===== src/hdl/phmp_pkg.sv =====
// Package with register map, control bit positions and shared types of the parallel host message port.
package phmp_pkg;
  localparam int DATA_W = 8;
  localparam int ADDR_W = 2;
  localparam int FIFO_DEPTH = 32;
  localparam int FIFO_LVL_W = 6;
  localparam logic [FIFO_LVL_W-1:0] FIFO_THRESHOLD_DEFAULT = 6'h1C;
  localparam logic [ADDR_W-1:0] ADDR_MESSAGE = 2'h0;
  localparam logic [ADDR_W-1:0] ADDR_CONTROL = 2'h1;
  localparam logic [ADDR_W-1:0] ADDR_PCM = 2'h2;
  localparam logic [ADDR_W-1:0] ADDR_COMPRESSED = 2'h3;
  localparam int BIT_RESERVED_HI = 7;
  localparam int BIT_CMP_HOLD = 6;
  localparam int BIT_PCM_HOLD = 5;
  localparam int BIT_PCM_NEARLY_FULL = 4;
  localparam int BIT_CMP_NEARLY_FULL = 3;
  localparam int BIT_INBOUND_BUSY = 2;
  localparam int BIT_OUTBOUND_VALID = 1;
  localparam int BIT_RESERVED_LO = 0;
  localparam logic [DATA_W-1:0] BYTE_ZERO = 8'h00;
  localparam logic [2:0] SYNC_ZERO = 3'h0;
  localparam logic [2:0] SYNC_IDLE = 3'h7;

  // Host bus pins after the pin synchronisers.
  typedef struct packed {
    logic cs_n;
    logic rd_n;
    logic wr_n;
    logic rw_sel;
    logic [ADDR_W-1:0] addr;
    logic [DATA_W-1:0] data;
  } phmp_bus_s;

  // One byte headed for an input buffer.
  typedef struct packed {
    logic valid;
    logic [DATA_W-1:0] data;
  } phmp_byte_s;

  typedef enum logic [1:0] {
    PHMP_IDLE,
    PHMP_READ,
    PHMP_WRITE
  } phmp_cycle_e;
endpackage


===== src/hdl/phmp_fifo.sv =====
// Synchronous FIFO with valid and ready on both sides and a fill level output.
`timescale 1ns/1ps
module phmp_fifo #(
  parameter int WIDTH = 8,
  parameter int DEPTH = 32,
  parameter int LVL_W = 6
) (
  input wire logic clock,
  input wire logic resetn,
  input wire logic flush,
  input wire logic in_valid,
  output logic in_ready,
  input wire logic [WIDTH-1:0] in_data,
  output logic out_valid,
  input wire logic out_ready,
  output logic [WIDTH-1:0] out_data,
  output logic [LVL_W-1:0] level
);
  localparam int PTR_W = $clog2(DEPTH);
  localparam logic [PTR_W-1:0] PTR_ONE = PTR_W'(1);
  localparam logic [LVL_W-1:0] LVL_ONE = LVL_W'(1);
  localparam logic [LVL_W-1:0] LVL_FULL = LVL_W'(DEPTH);

  logic [WIDTH-1:0] mem [DEPTH];
  logic [PTR_W-1:0] wr_ptr_q, wr_ptr_d, rd_ptr_q, rd_ptr_d;
  logic [LVL_W-1:0] level_q, level_d;
  logic push, pop;

  // Handshakes are honest: full blocks the writer, empty hides stale data.
  assign in_ready = (level_q != LVL_FULL) && !flush;
  assign out_valid = (level_q != '0) && !flush;
  assign push = in_valid && in_ready;
  assign pop = out_valid && out_ready;
  assign out_data = mem[rd_ptr_q];
  assign level = level_q;

  // Pointer and level arithmetic; flush empties the buffer in one cycle.
  always_comb begin
    wr_ptr_d = wr_ptr_q;
    rd_ptr_d = rd_ptr_q;
    level_d = level_q;
    if (flush) begin
      wr_ptr_d = '0;
      rd_ptr_d = '0;
      level_d = '0;
    end else begin
      if (push) begin
        wr_ptr_d = wr_ptr_q + PTR_ONE;
      end
      if (pop) begin
        rd_ptr_d = rd_ptr_q + PTR_ONE;
      end
      if (push && !pop) begin
        level_d = level_q + LVL_ONE;
      end else if (pop && !push) begin
        level_d = level_q - LVL_ONE;
      end
    end
  end

  // Storage array has no reset, so it maps onto plain memory.
  always_ff @(posedge clock) begin
    if (push) begin
      mem[wr_ptr_q] <= in_data;
    end
  end

  // State registers.
  always_ff @(posedge clock or negedge resetn) begin
    if (!resetn) begin
      wr_ptr_q <= '0;
      rd_ptr_q <= '0;
      level_q <= '0;
    end else begin
      wr_ptr_q <= wr_ptr_d;
      rd_ptr_q <= rd_ptr_d;
      level_q <= level_d;
    end
  end
endmodule


===== src/hdl/phmp_top.sv =====
// Parallel host message port: host bus slave, message handshake, control bits and two audio input buffers.
//
// Operation
// - Address pins pick one of four registers.
// - Separate inbound and outbound message bytes.
// - Host write sets busy; core read clears.
// - Core load sets ready; host read clears.
// - Control bit 6 holds compressed port reset.
// - Control bit 5 holds PCM port reset.
// - Bit 4 shows PCM buffer nearly full.
// - Bit 3 shows compressed buffer nearly full.
// - PCM port bytes enter PCM buffer.
// - Compressed port bytes enter compressed buffer.
// - Only message and control registers are readable.
// - Interrupt follows outbound ready when enabled.
// - Interrupt also announces unsolicited core messages.
// - Split strobe read: device drives register.
// - Direction high plus data strobe reads.
// - Nearly full sets at threshold level.
`timescale 1ns/1ps
module phmp_top (
  input wire logic clock,
  input wire logic resetn,
  input wire logic strobe_mode,
  input wire logic cs_n,
  input wire logic rd_n,
  input wire logic wr_n,
  input wire logic data_strobe_n,
  input wire logic rw_sel,
  input wire logic addr_select_high,
  input wire logic addr_select_low,
  input wire logic [phmp_pkg::DATA_W-1:0] data_in,
  output logic [phmp_pkg::DATA_W-1:0] data_out,
  output logic data_oe,
  output logic message_pending_irq_n,
  input wire logic notify_enable,
  input wire logic unsolicited_pending,
  input wire logic [phmp_pkg::FIFO_LVL_W-1:0] buffer_threshold,
  input wire logic core_msg_load,
  input wire logic [phmp_pkg::DATA_W-1:0] core_msg_data,
  input wire logic core_msg_take,
  output logic [phmp_pkg::DATA_W-1:0] core_msg_in,
  output logic inbound_busy_flag,
  output logic outbound_valid_flag,
  output logic pcm_port_hold,
  output logic compressed_port_hold,
  output logic pcm_valid,
  input wire logic pcm_ready,
  output logic [phmp_pkg::DATA_W-1:0] pcm_data,
  output logic cmp_valid,
  input wire logic cmp_ready,
  output logic [phmp_pkg::DATA_W-1:0] cmp_data,
  output logic pcm_buffer_nearly_full,
  output logic compressed_buffer_nearly_full,
  output logic pcm_in_ready,
  output logic cmp_in_ready
);
  localparam int SYNC_W = 5 + phmp_pkg::ADDR_W + phmp_pkg::DATA_W;

  // Three-stage synchronisers on every host pin; a level is taken once stages two and three agree.
  logic [SYNC_W-1:0] raw_pins;
  logic [SYNC_W-1:0] s1_q, s2_q, s3_q, stable_q, stable_d;
  logic [SYNC_W-1:0] s1_d, s2_d, s3_d;
  phmp_pkg::phmp_bus_s bus;
  logic strobe_mode_s;

  // In data strobe mode the single strobe stands for both; direction picks read or write.
  assign raw_pins = {strobe_mode, cs_n,
                     strobe_mode ? ~(data_strobe_n == 1'b0 && rw_sel) : rd_n,
                     strobe_mode ? ~(data_strobe_n == 1'b0 && !rw_sel) : wr_n,
                     rw_sel, addr_select_high, addr_select_low, data_in};

  // Pipeline next values; the agree test only reads stages two and three.
  genvar gi;
  generate
    for (gi = 0; gi < SYNC_W; gi++) begin : g_sync
      always_comb begin
        s1_d[gi] = raw_pins[gi];
        s2_d[gi] = s1_q[gi];
        s3_d[gi] = s2_q[gi];
        stable_d[gi] = (s2_q[gi] == s3_q[gi]) ? s3_q[gi] : stable_q[gi];
      end
    end
  endgenerate

  localparam logic [SYNC_W-1:0] SYNC_RESET = {1'b0, phmp_pkg::SYNC_IDLE, {(SYNC_W - 4){1'b0}}};

  // Idle reset value keeps strobes and chip select released, so no false cycle opens after reset.
  always_ff @(posedge clock or negedge resetn) begin
    if (!resetn) begin
      s1_q <= SYNC_RESET;
      s2_q <= SYNC_RESET;
      s3_q <= SYNC_RESET;
      stable_q <= SYNC_RESET;
    end else begin
      s1_q <= s1_d;
      s2_q <= s2_d;
      s3_q <= s3_d;
      stable_q <= stable_d;
    end
  end

  assign strobe_mode_s = stable_q[SYNC_W-1];
  assign bus = stable_q[SYNC_W-2:0];

  // Cycle tracker: a write is taken on the edge that closes it, so data has settled by then.
  phmp_pkg::phmp_cycle_e cyc_q, cyc_d;
  logic [phmp_pkg::ADDR_W-1:0] cyc_addr_q, cyc_addr_d;
  logic [phmp_pkg::DATA_W-1:0] cyc_data_q, cyc_data_d;
  logic wr_done, rd_done, rd_active;
  logic cs_on, rd_on, wr_on;

  assign cs_on = !bus.cs_n;
  assign rd_on = cs_on && !bus.rd_n;
  assign wr_on = cs_on && !bus.wr_n;

  always_comb begin
    cyc_d = cyc_q;
    cyc_addr_d = cyc_addr_q;
    cyc_data_d = cyc_data_q;
    wr_done = 1'b0;
    rd_done = 1'b0;
    case (cyc_q)
      phmp_pkg::PHMP_IDLE: begin
        if (wr_on) begin
          cyc_d = phmp_pkg::PHMP_WRITE;
          cyc_addr_d = bus.addr;
          cyc_data_d = bus.data;
        end else if (rd_on) begin
          cyc_d = phmp_pkg::PHMP_READ;
          cyc_addr_d = bus.addr;
        end
      end
      phmp_pkg::PHMP_WRITE: begin
        if (wr_on) begin
          cyc_data_d = bus.data;
        end else begin
          wr_done = 1'b1;
          cyc_d = phmp_pkg::PHMP_IDLE;
        end
      end
      phmp_pkg::PHMP_READ: begin
        if (!rd_on) begin
          rd_done = 1'b1;
          cyc_d = phmp_pkg::PHMP_IDLE;
        end
      end
      default: begin
        cyc_d = phmp_pkg::PHMP_IDLE;
      end
    endcase
  end

  always_ff @(posedge clock or negedge resetn) begin
    if (!resetn) begin
      cyc_q <= phmp_pkg::PHMP_IDLE;
      cyc_addr_q <= phmp_pkg::ADDR_MESSAGE;
      cyc_data_q <= phmp_pkg::BYTE_ZERO;
    end else begin
      cyc_q <= cyc_d;
      cyc_addr_q <= cyc_addr_d;
      cyc_data_q <= cyc_data_d;
    end
  end
  assign rd_active = (cyc_q == phmp_pkg::PHMP_READ);

  // Message and control registers; set beats clear on every handshake flag.
  logic [phmp_pkg::DATA_W-1:0] msg_in_q, msg_in_d, msg_out_q, msg_out_d;
  logic busy_q, busy_d, ready_q, ready_d, pcm_hold_q, pcm_hold_d, cmp_hold_q, cmp_hold_d;
  logic wr_msg, wr_ctl, wr_pcm, wr_cmp, rd_msg;

  assign wr_msg = wr_done && (cyc_addr_q == phmp_pkg::ADDR_MESSAGE);
  assign wr_ctl = wr_done && (cyc_addr_q == phmp_pkg::ADDR_CONTROL);
  assign wr_pcm = wr_done && (cyc_addr_q == phmp_pkg::ADDR_PCM);
  assign wr_cmp = wr_done && (cyc_addr_q == phmp_pkg::ADDR_COMPRESSED);
  assign rd_msg = rd_done && (cyc_addr_q == phmp_pkg::ADDR_MESSAGE);

  always_comb begin
    msg_in_d = msg_in_q;
    msg_out_d = msg_out_q;
    busy_d = busy_q;
    ready_d = ready_q;
    pcm_hold_d = pcm_hold_q;
    cmp_hold_d = cmp_hold_q;
    if (core_msg_take) begin
      busy_d = 1'b0;
    end
    if (wr_msg) begin
      msg_in_d = cyc_data_q;
      busy_d = 1'b1;
    end
    if (rd_msg) begin
      ready_d = 1'b0;
    end
    if (core_msg_load) begin
      msg_out_d = core_msg_data;
      ready_d = 1'b1;
    end
    // Reserved bits 7 and 0 are not stored, so a stray one there does no harm.
    if (wr_ctl) begin
      cmp_hold_d = cyc_data_q[phmp_pkg::BIT_CMP_HOLD];
      pcm_hold_d = cyc_data_q[phmp_pkg::BIT_PCM_HOLD];
    end
  end

  always_ff @(posedge clock or negedge resetn) begin
    if (!resetn) begin
      msg_in_q <= phmp_pkg::BYTE_ZERO;
      msg_out_q <= phmp_pkg::BYTE_ZERO;
      busy_q <= 1'b0;
      ready_q <= 1'b0;
      pcm_hold_q <= 1'b0;
      cmp_hold_q <= 1'b0;
    end else begin
      msg_in_q <= msg_in_d;
      msg_out_q <= msg_out_d;
      busy_q <= busy_d;
      ready_q <= ready_d;
      pcm_hold_q <= pcm_hold_d;
      cmp_hold_q <= cmp_hold_d;
    end
  end

  // Input buffers; a hold bit flushes its buffer and keeps it shut.
  logic [phmp_pkg::FIFO_LVL_W-1:0] pcm_level, cmp_level;

  phmp_fifo #(
    .WIDTH(phmp_pkg::DATA_W),
    .DEPTH(phmp_pkg::FIFO_DEPTH),
    .LVL_W(phmp_pkg::FIFO_LVL_W)
  ) u_pcm_fifo (
    .clock(clock),
    .resetn(resetn),
    .flush(pcm_hold_q),
    .in_valid(wr_pcm),
    .in_ready(pcm_in_ready),
    .in_data(cyc_data_q),
    .out_valid(pcm_valid),
    .out_ready(pcm_ready),
    .out_data(pcm_data),
    .level(pcm_level)
  );

  phmp_fifo #(
    .WIDTH(phmp_pkg::DATA_W),
    .DEPTH(phmp_pkg::FIFO_DEPTH),
    .LVL_W(phmp_pkg::FIFO_LVL_W)
  ) u_cmp_fifo (
    .clock(clock),
    .resetn(resetn),
    .flush(cmp_hold_q),
    .in_valid(wr_cmp),
    .in_ready(cmp_in_ready),
    .in_data(cyc_data_q),
    .out_valid(cmp_valid),
    .out_ready(cmp_ready),
    .out_data(cmp_data),
    .level(cmp_level)
  );

  // Nearly full is a level compare, so it drops again as the core drains the buffer.
  assign pcm_buffer_nearly_full = (pcm_level >= buffer_threshold);
  assign compressed_buffer_nearly_full = (cmp_level >= buffer_threshold);

  // Read data: the message register is sampled as the read opens and held until the strobe rises; the control byte follows live status.
  logic [phmp_pkg::DATA_W-1:0] status_byte, rdata_q, rdata_d;
  logic oe_q, oe_d, irq_n_q, irq_n_d;

  always_comb begin
    status_byte = phmp_pkg::BYTE_ZERO;
    status_byte[phmp_pkg::BIT_PCM_NEARLY_FULL] = pcm_buffer_nearly_full;
    status_byte[phmp_pkg::BIT_CMP_NEARLY_FULL] = compressed_buffer_nearly_full;
    status_byte[phmp_pkg::BIT_INBOUND_BUSY] = busy_q;
    status_byte[phmp_pkg::BIT_OUTBOUND_VALID] = ready_q;
  end

  always_comb begin
    rdata_d = rdata_q;
    oe_d = 1'b0;
    if (cyc_d == phmp_pkg::PHMP_READ) begin
      // Audio ports are write-only; a stray read there sees zero and the bus stays released.
      oe_d = (cyc_addr_d == phmp_pkg::ADDR_MESSAGE) || (cyc_addr_d == phmp_pkg::ADDR_CONTROL);
      if (!rd_active) begin
        rdata_d = (cyc_addr_d == phmp_pkg::ADDR_MESSAGE) ? msg_out_q :
                  (cyc_addr_d == phmp_pkg::ADDR_CONTROL) ? status_byte : phmp_pkg::BYTE_ZERO;
      end else if (cyc_addr_q == phmp_pkg::ADDR_CONTROL) begin
        rdata_d = status_byte;
      end
    end
    irq_n_d = !(notify_enable && (ready_q || unsolicited_pending));
  end

  always_ff @(posedge clock or negedge resetn) begin
    if (!resetn) begin
      rdata_q <= phmp_pkg::BYTE_ZERO;
      oe_q <= 1'b0;
      irq_n_q <= 1'b1;
    end else begin
      rdata_q <= rdata_d;
      oe_q <= oe_d;
      irq_n_q <= irq_n_d;
    end
  end

  assign data_out = rdata_q;
  assign data_oe = oe_q;
  assign message_pending_irq_n = irq_n_q;
  assign core_msg_in = msg_in_q;
  assign inbound_busy_flag = busy_q;
  assign outbound_valid_flag = ready_q;
  assign pcm_port_hold = pcm_hold_q;
  assign compressed_port_hold = cmp_hold_q;
  logic unused_mode;
  assign unused_mode = strobe_mode_s ^ bus.rw_sel;
endmodule


===== config.mk =====
export PLATFORM = sky130hd
export DESIGN_NAME = phmp_top
export DESIGN_NICKNAME = d
export VERILOG_FILES = /design/src/hdl/phmp_pkg.sv /design/src/hdl/phmp_fifo.sv /design/src/hdl/phmp_top.sv
export SDC_FILE = /design/constraint.sdc
export NUM_CORES = 1
export LEC_CHECK = 0
export ABC_AREA = 1
export BUFFER_PORTS_ARGS = -buffer_cell sky130_fd_sc_hd__clkbuf_2
export CORE_ASPECT_RATIO = 1.1
export CORE_MARGIN = 3
export CORE_UTILIZATION = 62
export CTS_CLUSTER_SIZE = 14
export DETAILED_ROUTE_END_ITERATION = 6
export HOLD_SLACK_MARGIN = 0.06
export PLACE_DENSITY = 0.82
export SLEW_MARGIN = 20
export SYNTH_ARGS = -nofsm -noshare
export SYNTH_HDL_FRONTEND = slang
export SYNTH_SLANG_ARGS = --single-unit

===== constraint.sdc =====
create_clock -name clock -period 2.73 [get_ports clock]
set_input_delay 0.6825 -clock clock [delete_from_list [all_inputs] [get_ports clock]]
set_output_delay 0.6825 -clock clock [all_outputs]
set_load 0.005 [all_outputs]

======== Word-level counts from Yosys, hierarchy flattened ========
Memory sizes are Yosys's and may differ from the RTL's.
Index checks and enable logic that the tools add are counted.
storage, ports and cells
  flip-flop bits (word level) ............. 129
  RAM bits ................................ 512
  input bits .............................. 38
  memories ................................ 2
operators by class
  $add $sub $neg .......................... 8
  $lt $le $gt $ge ......................... 2
  equality and inequality tests ........... 23
  muxes and demuxes ....................... 41
  bitwise operators ....................... 3
  reductions and logical operators ........ 51
memories
  memory          depth  bits a word  rd ports  clocked after Yosys merged registers in  write ports  line             RTL
  u_cmp_fifo.mem  32     8            1         0                                        1            phmp_fifo.sv:24  logic [WIDTH-1:0] mem [DEPTH];
  u_pcm_fifo.mem  32     8            1         0                                        1            phmp_fifo.sv:24
operator list
  kind                   count
  $mux W5                9
  $mux W6                6
  $mux W8                3
  $logic_and A1 B1 Y1    22
  $add A5 B1 Y5 const B  4
  $mux W1                15
  $mux W2                7
  $eq A1 B1 Y1           13
  $add A6 B1 Y6 const B  2
  $ge A6 B6 Y1           2
  $ne A6 B6 Y1 const B   2
  $reduce_bool A2 Y1     6
  $reduce_bool A6 Y1     2
  $sub A6 B1 Y6 const B  2
  $logic_not A1 Y1       11
  $eq A2 B1 Y1 const B   4
  $eq A2 B2 Y1 const B   3
  $logic_not A2 Y1       3
  $pmux W2 S3            1
  $reduce_bool A3 Y1     2
  $reduce_and A2 Y1      2
  $not A1 Y1             3
  $logic_or A1 B1 Y1     2
  $ne A2 B1 Y1 const B   1
  $reduce_or A2 Y1       1

======== Logic depth before layout (Yosys ltp) ========
Gate-level depths: netlist of the first run.
  depth in word-level cells ............... 11
  depth in mapped cells ................... 15
  mapped depth without buffers ............ 15

======== Hierarchy ========
Synthesis of the first run repeated with hierarchy kept, for this count alone.
second synthesis, totals
  cells, all modules ...................... 2602
  area total of the unflattened synthesis .. 27427.6 µm²
modules (own cells, without submodules)
  module                   times used  cells each  area an instance (µm²)
  phmp_fifo at u_pcm_fifo  1           1149        11955.2
  phmp_fifo at u_cmp_fifo  1           1152        11900.2
  phmp_top                 1           301         3572.2

======== Worst setup path after synthesis of the first run ========
OpenSTA, ideal clock, no wires.
  path type ............................... input -> register
  start point ............................. input cmp_ready
  end point ............................... register u_cmp_fifo.level_q[4] (netlist: u_cmp_fifo.level[4])
  arrival ................................. 2.069 ns
  required time ........................... 2.654 ns
  slack ................................... 0.585 ns
  cell stages on the path ................. 9
  buffers on the path ..................... 0
  path through ............................ nand3_2 nand2_4 inv_1 fa_1 or2_2 nand2_1 a21oi_1 xor2_1 o21ai_1
on the way
  word-level cells in the longest chain between the ends .. 5
  elaborated cells between the ends (all ways) .. 7
ends and longest elaborated chain
  what                    line             RTL
  start: declaration      phmp_top.sv:51   input wire logic cmp_ready,
  $logic_and A1 B1 Y1 *   phmp_fifo.sv:33  assign pop = out_valid && out_ready;
  $logic_not A1 Y1        phmp_fifo.sv:53  if (push && !pop) begin
  $logic_and A1 B1 Y1     phmp_fifo.sv:53
  $mux W6                 phmp_fifo.sv:53
  $mux W6                 phmp_fifo.sv:42  if (flush) begin
  end signal: assignment  phmp_fifo.sv:77  level_q <= level_d;
  end: declaration        phmp_fifo.sv:26  logic [LVL_W-1:0] level_q, level_d;
Every way passes the cells marked *; elsewhere a longest branch is shown, timed or not.
A chain may end at the register's enable or synchronous reset.

======== Worst setup path in the final report of the first run ========
  start point ............................. register u_pcm_fifo.rd_ptr_q[0]
  end point ............................... output pcm_data[1] in the netlist's numbering
on the way
  word-level cells in the longest chain between the ends .. 1
ends and longest elaborated chain
  what                      line             RTL
  start: declaration        phmp_fifo.sv:25  logic [PTR_W-1:0] wr_ptr_q, wr_ptr_d, rd_ptr_q, rd_ptr_d;
  start signal: assignment  phmp_fifo.sv:76  rd_ptr_q <= rd_ptr_d;
  $mem_v2 Z32 W8            n/a
  end: declaration          phmp_top.sv:49   output logic [phmp_pkg::DATA_W-1:0] pcm_data,
No other way between the ends.

==> results.ini, run 1 <==
[yosys]
synth_area_leaders = edfxtp_1 59%, dfrtp_1 11%, nor2_1 5.3%
synth_nets = 2297
synth_edf_count = 512
synth_top_area_cell = edfxtp_1
synth_top_area_share_pct = 58.58
async_reset_ff_share_pct = 19.75
ys_seq_area_share_pct = 70.65
ys.flop_type = edfxtp_1
syn_area_um2 = 26250
syn_area_per_cell_um2 = 11.79
ys_ff_latch = 638
netlist_instances = 2227
ys_types = 44
yosys_warnings = 0

[setup_path]
crit_family = buffers and inverters
path_cells = buf_12 -> inv_8 -> buf_16 -> o21ai_1 -> o22ai_1 -> a21oi_2 -> nand2_1 -> nand2_1 -> inv_1 -> clkbuf_2
regToRegEndpoint = u_pcm_fifo.level[4]
crit_cells = 10
crit_fanout = 28
worst-setup-path-type = reg -> out
arrival_ns = 2.57
worstPathRequired_ns = 2.05
cp-start-kind = flop
reg2reg_depth = 13
crit_path_max_incr_delay_ns = 0.50
cp.buffers_inverters = 5
crit_path_end_kind = primary output
crit_slowest_cell = dfrtp_4
crit_top_cell = nand2_1
timing.rr.start = u_pcm_fifo.level[5]
reg2reg_slack_ns = 0.24

[cells_and_area]
drive_gt1_share_pct = 20.28
diodes = 0
layout.nets = 2502
layout_common_cells = 512 x edfxtp_1, 353 x nor2_1, 311 x nand2_1, 174 x o21ai_0, 123 x buf_4
fillers = 2335
area_growth_pct = 18.09
stdcell_area_um2 = 30990
final-instance-count-excl-fill = 3035
layout_commonest_cell = edfxtp_1

[flow_run]
drv_cap = 0

[clock_network]
numClockSinks = 638
clk_path_buf_depth = 3
worstSkewPairLatency_ns = 0.61
cts-buffers-inserted = 57
root_buffer = clkbuf_16
h-tree-depth = 2
clk_pin_slew_ns = 0.07
cts_tree = yes

[sta]
rsz0062_at_grt = yes
clock_skew_ns = 0.02143
maxSlewHeadroom_pct = 39.09
hold_violations = 0
timing.final.ws_setup_ns = -0.5219
tightest_slew_ns = 0.9137
clock.fmax_ghz = 0.3075
min_period_ns = 3.252
finalSetupViolations = 16
maxSlewViolCount = 0
timing.final.crit_share_pct = 119.1

[global_route]
overflow = 0
grt_pass1_wl_um = 102300
grt_max_degree = 65
grt_pass1_vias = 18960
grtUsageTotal_pct = 28.98
grt_antenna_before_repair = 1

[die]
die_h_um = 221.8
die_w_um = 202.2
fp.dieArea_um2 = 44840
start_util_pct = 63.28
fp-row-count = 78
pin_count = 82
fp.coreArea_um2 = 41480

[power_and_ir_drop]
vdd_ir_drop_max_mv = 0.9199
leakagePower_nw = 11.79
p_per_area_nw_per_um2 = 1056

[place]
place.gp.congestion = 0.9043
placed_area_um2 = 27950
io_buffers = 81
hpwl_um = 38320
dp_slack_ns = 0.1435
place_inst = 2886

[detailed_routing]
dr.pass1.iters = 7
drc = 2
first_iter_violations = 3404
vias = 19460
drt-vias-per-instance = 6.413
final_antenna_net_count = 0
wl_per_cell_um = 23.27
drt-total-wl_um = 70640

[run_status]
violations = design-rule violations, negative setup slack
status = finished with violations

[worst_hold_path]
hold_path.class = in -> async

cells by family after synthesis:
family / synth area share, %
and+or+nand+nor: 14.11
DFF: 70.65
AOI/OAI and AO/OA: 9.124
buffers and inverters: 3.799
adders and majority gates: 2.078
xor gates and xnor gates: 0.2336
worst max-delay path by stage:
stage | to | from | slack [ns]
floorplan | u_cmp_fifo.level[4] | cmp_ready | 0.59
global placement | cmp_data[1] | u_cmp_fifo.rd_ptr_q[0] | 0.20
detailed placement | cmp_data[1] | u_cmp_fifo.rd_ptr_q[0] | 0.14
CTS | pcm_data[1] | u_pcm_fifo.rd_ptr_q[0] | -0.40
global route | pcm_data[3] | u_pcm_fifo.rd_ptr_q[0] | -0.54
finish | pcm_data[1] | u_pcm_fifo.rd_ptr_q[0] | -0.52
cell type report:
class,instances,area (µm²),area share [%]
multi-input combinational,1363,7047,22.74
clock buffer,80,1610,5.195
tap,560,700.7,2.261
timing repair buffer,251,2361,7.617
sequential,638,18570,59.91
inverter,121,473.0,1.526
clock inverter,22,234.0,0.7549
power breakdown:
part           leakage (nW)  switching, mW  internal [mW]  total [mW]
combinational          4.72           7.58           4.43        12.0
clock                 0.898           3.47           4.49        7.96
sequential             6.17          0.942           11.8        12.8
state kept, by name, indices dropped and copies added, names as in the netlist, 2 cells and up:
| register | flops |
|---|---|
| u_cmp_fifo.mem | 256 |
| u_pcm_fifo.mem | 256 |
| s1_q | 13 |
| s2_q | 13 |
| s3_q | 13 |
| stable_q | 13 |
| core_msg_in | 8 |
| cyc_data_q | 8 |
| data_out | 8 |
| msg_out_q | 8 |
| u_cmp_fifo.level | 6 |
| u_pcm_fifo.level | 6 |
| u_cmp_fifo.rd_ptr_q | 5 |
| u_cmp_fifo.wr_ptr_q | 5 |
| u_pcm_fifo.rd_ptr_q | 5 |
| u_pcm_fifo.wr_ptr_q | 5 |
| cyc_addr_q | 2 |
| cyc_q | 2 |
repair_timing:
action / CTS / global route
gates resized for setup: 53 / 127
hold buffers: 0 / 0
cloned: 9 / 12
endpoints found under the setup margin: 18 / 18
pin swaps: 16 / 52
setup buffers: 14 / 13
layer usage:
layer / GRT usage, % / vias up / part of all wire, %
met4: 12.50 / 2 / 4.7
met5: 0 / - / 0.018
li1: - / 8224 / -
met3: 5.315 / 326 / 12
met1: 38.16 / 9249 / 34
met2: 48.00 / 1663 / 49
cell usage after synthesis (2+ instances only):
cell type,n
a21oi_1,48
a31oi_1,3
buf_1,2
buf_2,41
buf_4,15
buf_6,5
clkbuf_1,41
clkinv_1,5
dfrtp_1,113
dfstp_2,13
edfxtp_1,512
fa_1,2
ha_1,30
inv_1,100
inv_2,15
maj3_1,13
nand2_1,327
nand2_2,7
nand2_4,5
nand3_1,127
nand3_2,5
nand4_1,5
nor2_1,370
nor2_2,3
nor2_4,4
nor3_1,5
nor3_2,3
nor4_1,2
o211ai_1,64
o21ai_0,217
o21ai_1,57
o21ai_2,5
o22ai_1,35
or2_0,6
or2_1,5
or2_2,3
xor2_1,7
stage by stage:
step / utilization (%) / total power [mW] / hold slack, ns / setup TNS (ns)
2_1_floorplan: - / 18.47 / 0.3312 / 0
6_report: 74.73 / 32.73 / 0.08413 / -6.503
3_3_place_gp: 67.38 / 21.67 / 0.3321 / 0
4_1_cts: 73.14 / 31.06 / 0.08435 / -5.777
3_5_place_dp: 67.38 / 22.08 / 0.3347 / 0
5_1_grt: 74.73 / 33.92 / 0.1069 / -7.585
(Power assumes the default switching activity.)
==> inputs of run 2 (changes only) <==
--- a/config.mk
+++ b/config.mk
@@ -7,9 +7,11 @@
 export LEC_CHECK = 0
 export ABC_AREA = 1
 export BUFFER_PORTS_ARGS = -buffer_cell sky130_fd_sc_hd__clkbuf_2
+export CELL_PAD_IN_SITES_DETAIL_PLACEMENT = 2
+export CELL_PAD_IN_SITES_GLOBAL_PLACEMENT = 2
 export CORE_ASPECT_RATIO = 1.1
 export CORE_MARGIN = 3
-export CORE_UTILIZATION = 62
+export CORE_UTILIZATION = 43
 export CTS_CLUSTER_SIZE = 14
 export DETAILED_ROUTE_END_ITERATION = 6
 export HOLD_SLACK_MARGIN = 0.06
==> run 2 against run 1 <==
The flow finishes with violations (negative setup slack). Final cell count increased by 10%. Maximum frequency decreased by 9.8%. Wire length grew 93%. Clock skew rose by 0.048 ns. Critical path depth rose by 2. Via count up 17%. Clock-buffer cell count grew 27. Total power increased by 23%. First-iteration DRC count fell by 3.1%. Non-clock buffer count rose by 26. Critical endpoint is now cmp_data[6].
==> results.ini, run 2 (same netlist as run 1, synthesis figures left out) <==
[sta]
hold_violations = 0
timing.final.crit_share_pct = 132.0
min_period_ns = 3.603
rsz0062_at_grt = yes
maxSlewViolCount = 0
tightest_slew_ns = 1.158
timing.final.ws_setup_ns = -0.8733
finalSetupViolations = 43
clock_skew_ns = 0.06906
maxSlewHeadroom_pct = 22.79
clock.fmax_ghz = 0.2775

[clock_network]
worstSkewPairLatency_ns = 0.68
cts-buffers-inserted = 69
h-tree-depth = 3
cts_tree = yes
numClockSinks = 638
root_buffer = clkbuf_16
clk_path_buf_depth = 3
clk_pin_slew_ns = 0.09

[run_status]
violations = negative setup slack
status = finished with violations

[power_and_ir_drop]
power.total_mw = 40.24
internal-power_mw = 22.90
p_switching_mw = 17.35
p_seq_share_pct = 32.2
vdd_ir_drop_max_mv = 0.7307
p_per_area_nw_per_um2 = 1224
leakagePower_nw = 12.34
comb_power_share_pct = 41.6
clkPwrFrac_pct = 26.2
switching_share_pct = 43.11

[die]
die_w_um = 241.6
fp.coreArea_um2 = 60100
pin_count = 82
start_util_pct = 43.67
fp.dieArea_um2 = 64040
fp-row-count = 94
die_h_um = 265.1

[place]
io_buffers = 81
placed_area_um2 = 28300
place.gp.congestion = 0.8000
hpwl_um = 56760

[cells_and_area]
layout.area.seq_um2 = 18580
fillers = 5534
largest_registers = u_cmp_fifo.mem (256), u_pcm_fifo.mem (256)
layout.nets = 2540
area_growth_pct = 25.30
drive_gt1_share_pct = 27.34
layout_commonest_cell = edfxtp_1
layout_common_cells = 512 x edfxtp_1, 310 x nor2_1, 287 x nand2_1, 144 x o21ai_0, 130 x buf_4
multiInputGateArea_um2 = 7649
stdcell_area_um2 = 32890

[setup_path]
crit_slowest_cell = dfrtp_4
crit_fanout = 8
regToRegEndpoint = u_pcm_fifo.wr_ptr_q[4]
reg2reg_slack_ns = -0.13
reg2reg_depth = 9
crit_path_end_kind = primary output
startpoint = u_cmp_fifo.rd_ptr_q[0]
path_cells = buf_12 -> buf_6 -> buf_8 -> nor2_4 -> nor2_2 -> o21ai_1 -> o21ai_1 -> o211ai_1 -> nand2_1 -> nand2_2 -> inv_2 -> buf_6
crit_end = cmp_data[6]
timing.rr.start = cyc_q[1]
worstPathRequired_ns = 2.05
worst-setup-path-type = reg -> out
arrival_ns = 2.92
crit_path_max_incr_delay_ns = 0.52
cp-start-kind = flop

[worst_hold_path]
worstHoldStart = cs_n
hold_path.class = in -> reg

[global_route]
grt_pass1_vias = 23030
grt_antenna_before_repair = 3
grtUsageTotal_pct = 37.81
grt_max_degree = 67
overflow = 0
grt_pass1_wl_um = 175500

[detailed_routing]
vias = 22710
dr.pass1.iters = 5
drt-total-wl_um = 136100
drc = 0
wl_per_cell_um = 40.69
first_iter_violations = 3300
final_antenna_net_count = 0
drt-vias-per-instance = 6.790

[flow_run]
drv_cap = 0

-- run 2: cell types whose count changed in the layout (fill, tap and decap cells not counted), sizes merged --
| cell | previous run | this run |
|---|---|---|
| clkinvlp | 2 | 3 |
| buf | 158 | 188 |
| clkbuf | 169 | 191 |
| clkinv | 21 | 20 |
| inv | 116 | 113 |
| dlygate4sd3 | 0 | 1 |
| diode | 0 | 4 |
| bufinv | 4 | 3 |
-- run 2: through the flow --
step | instances | util (%) | setup WS [ns] | hold slack [ns] | setup TNS [ns]
finish | 3344 | 54.72 | -0.8733 | 0.1021 | -12.96
CTS | 3316 | 53.27 | -0.5166 | 0.1243 | -7.726
detailed placement | 3144 | 47.09 | 0.008195 | 0.3393 | 0
global route | 3340 | 54.70 | -0.8397 | 0.1064 | -12.59
global placement | 3144 | 47.09 | 0.06518 | 0.3316 | 0
floorplan | 2227 | - | 0.5850 | 0.3312 | 0
-- run 2: per-layer routing --
layer | track usage (%) | wire [µm]
met5 | 0 | 13
met4 | 21.17 | 10990
met3 | 7.934 | 13310
met2 | 63.79 | 64260
met1 | 45.56 | 47480
-- run 2: what timing repair did --
action | 4_1_cts | 5_1_grt
resized for setup | 214 | 174
endpoints found under the hold margin | 37 | 0
pin swaps | 77 | 80
hold buffers | 1 | 0
gates cloned | 19 | 7
buffers inserted | 27 | 18
endpoints found under the setup margin | 18 | 23
-- run 2: worst max-delay path: cells and delay by family, from the launching register on --
kind	cells	cell delay [ns]
flip-flops	1	0.52
buffers and inverters	5	0.60
AND/OR/NAND/NOR	4	0.45
AO/OA/AOI/OAI	3	0.70
-- run 2: power by group through the flow --
stage	clock (mW)	combinational (mW)	sequential, mW
finish	10.5	16.7	13.0
global route	10.8	17.0	12.9
CTS	9.94	13.6	12.8
detailed placement	0	10.4	12.9
global placement	0	9.38	12.9
floorplan	0	5.75	12.7
-- run 2: worst min path at each step --
stage                     to  slack [ns]  depth (start not counted)
finish              s1_q[13]        0.10                          1
CTS                 s1_q[13]        0.12                          1
global placement     s2_q[1]        0.33                          0
detailed placement   s2_q[5]        0.34                          0
floorplan            s2_q[0]        0.33                          0
global route        s1_q[13]        0.11                          1
-- run 2: cell type report --
cell class | instances | share of cell area, %
Tap cell | 816 | 3.105
Antenna cell | 4 | 0.03044
Multi-Input combinational cell | 1363 | 23.26
Clock buffer | 107 | 6.415
Sequential cell | 638 | 56.48
Timing Repair Buffer | 277 | 8.595
Clock inverter | 18 | 0.5859
Inverter | 121 | 1.529
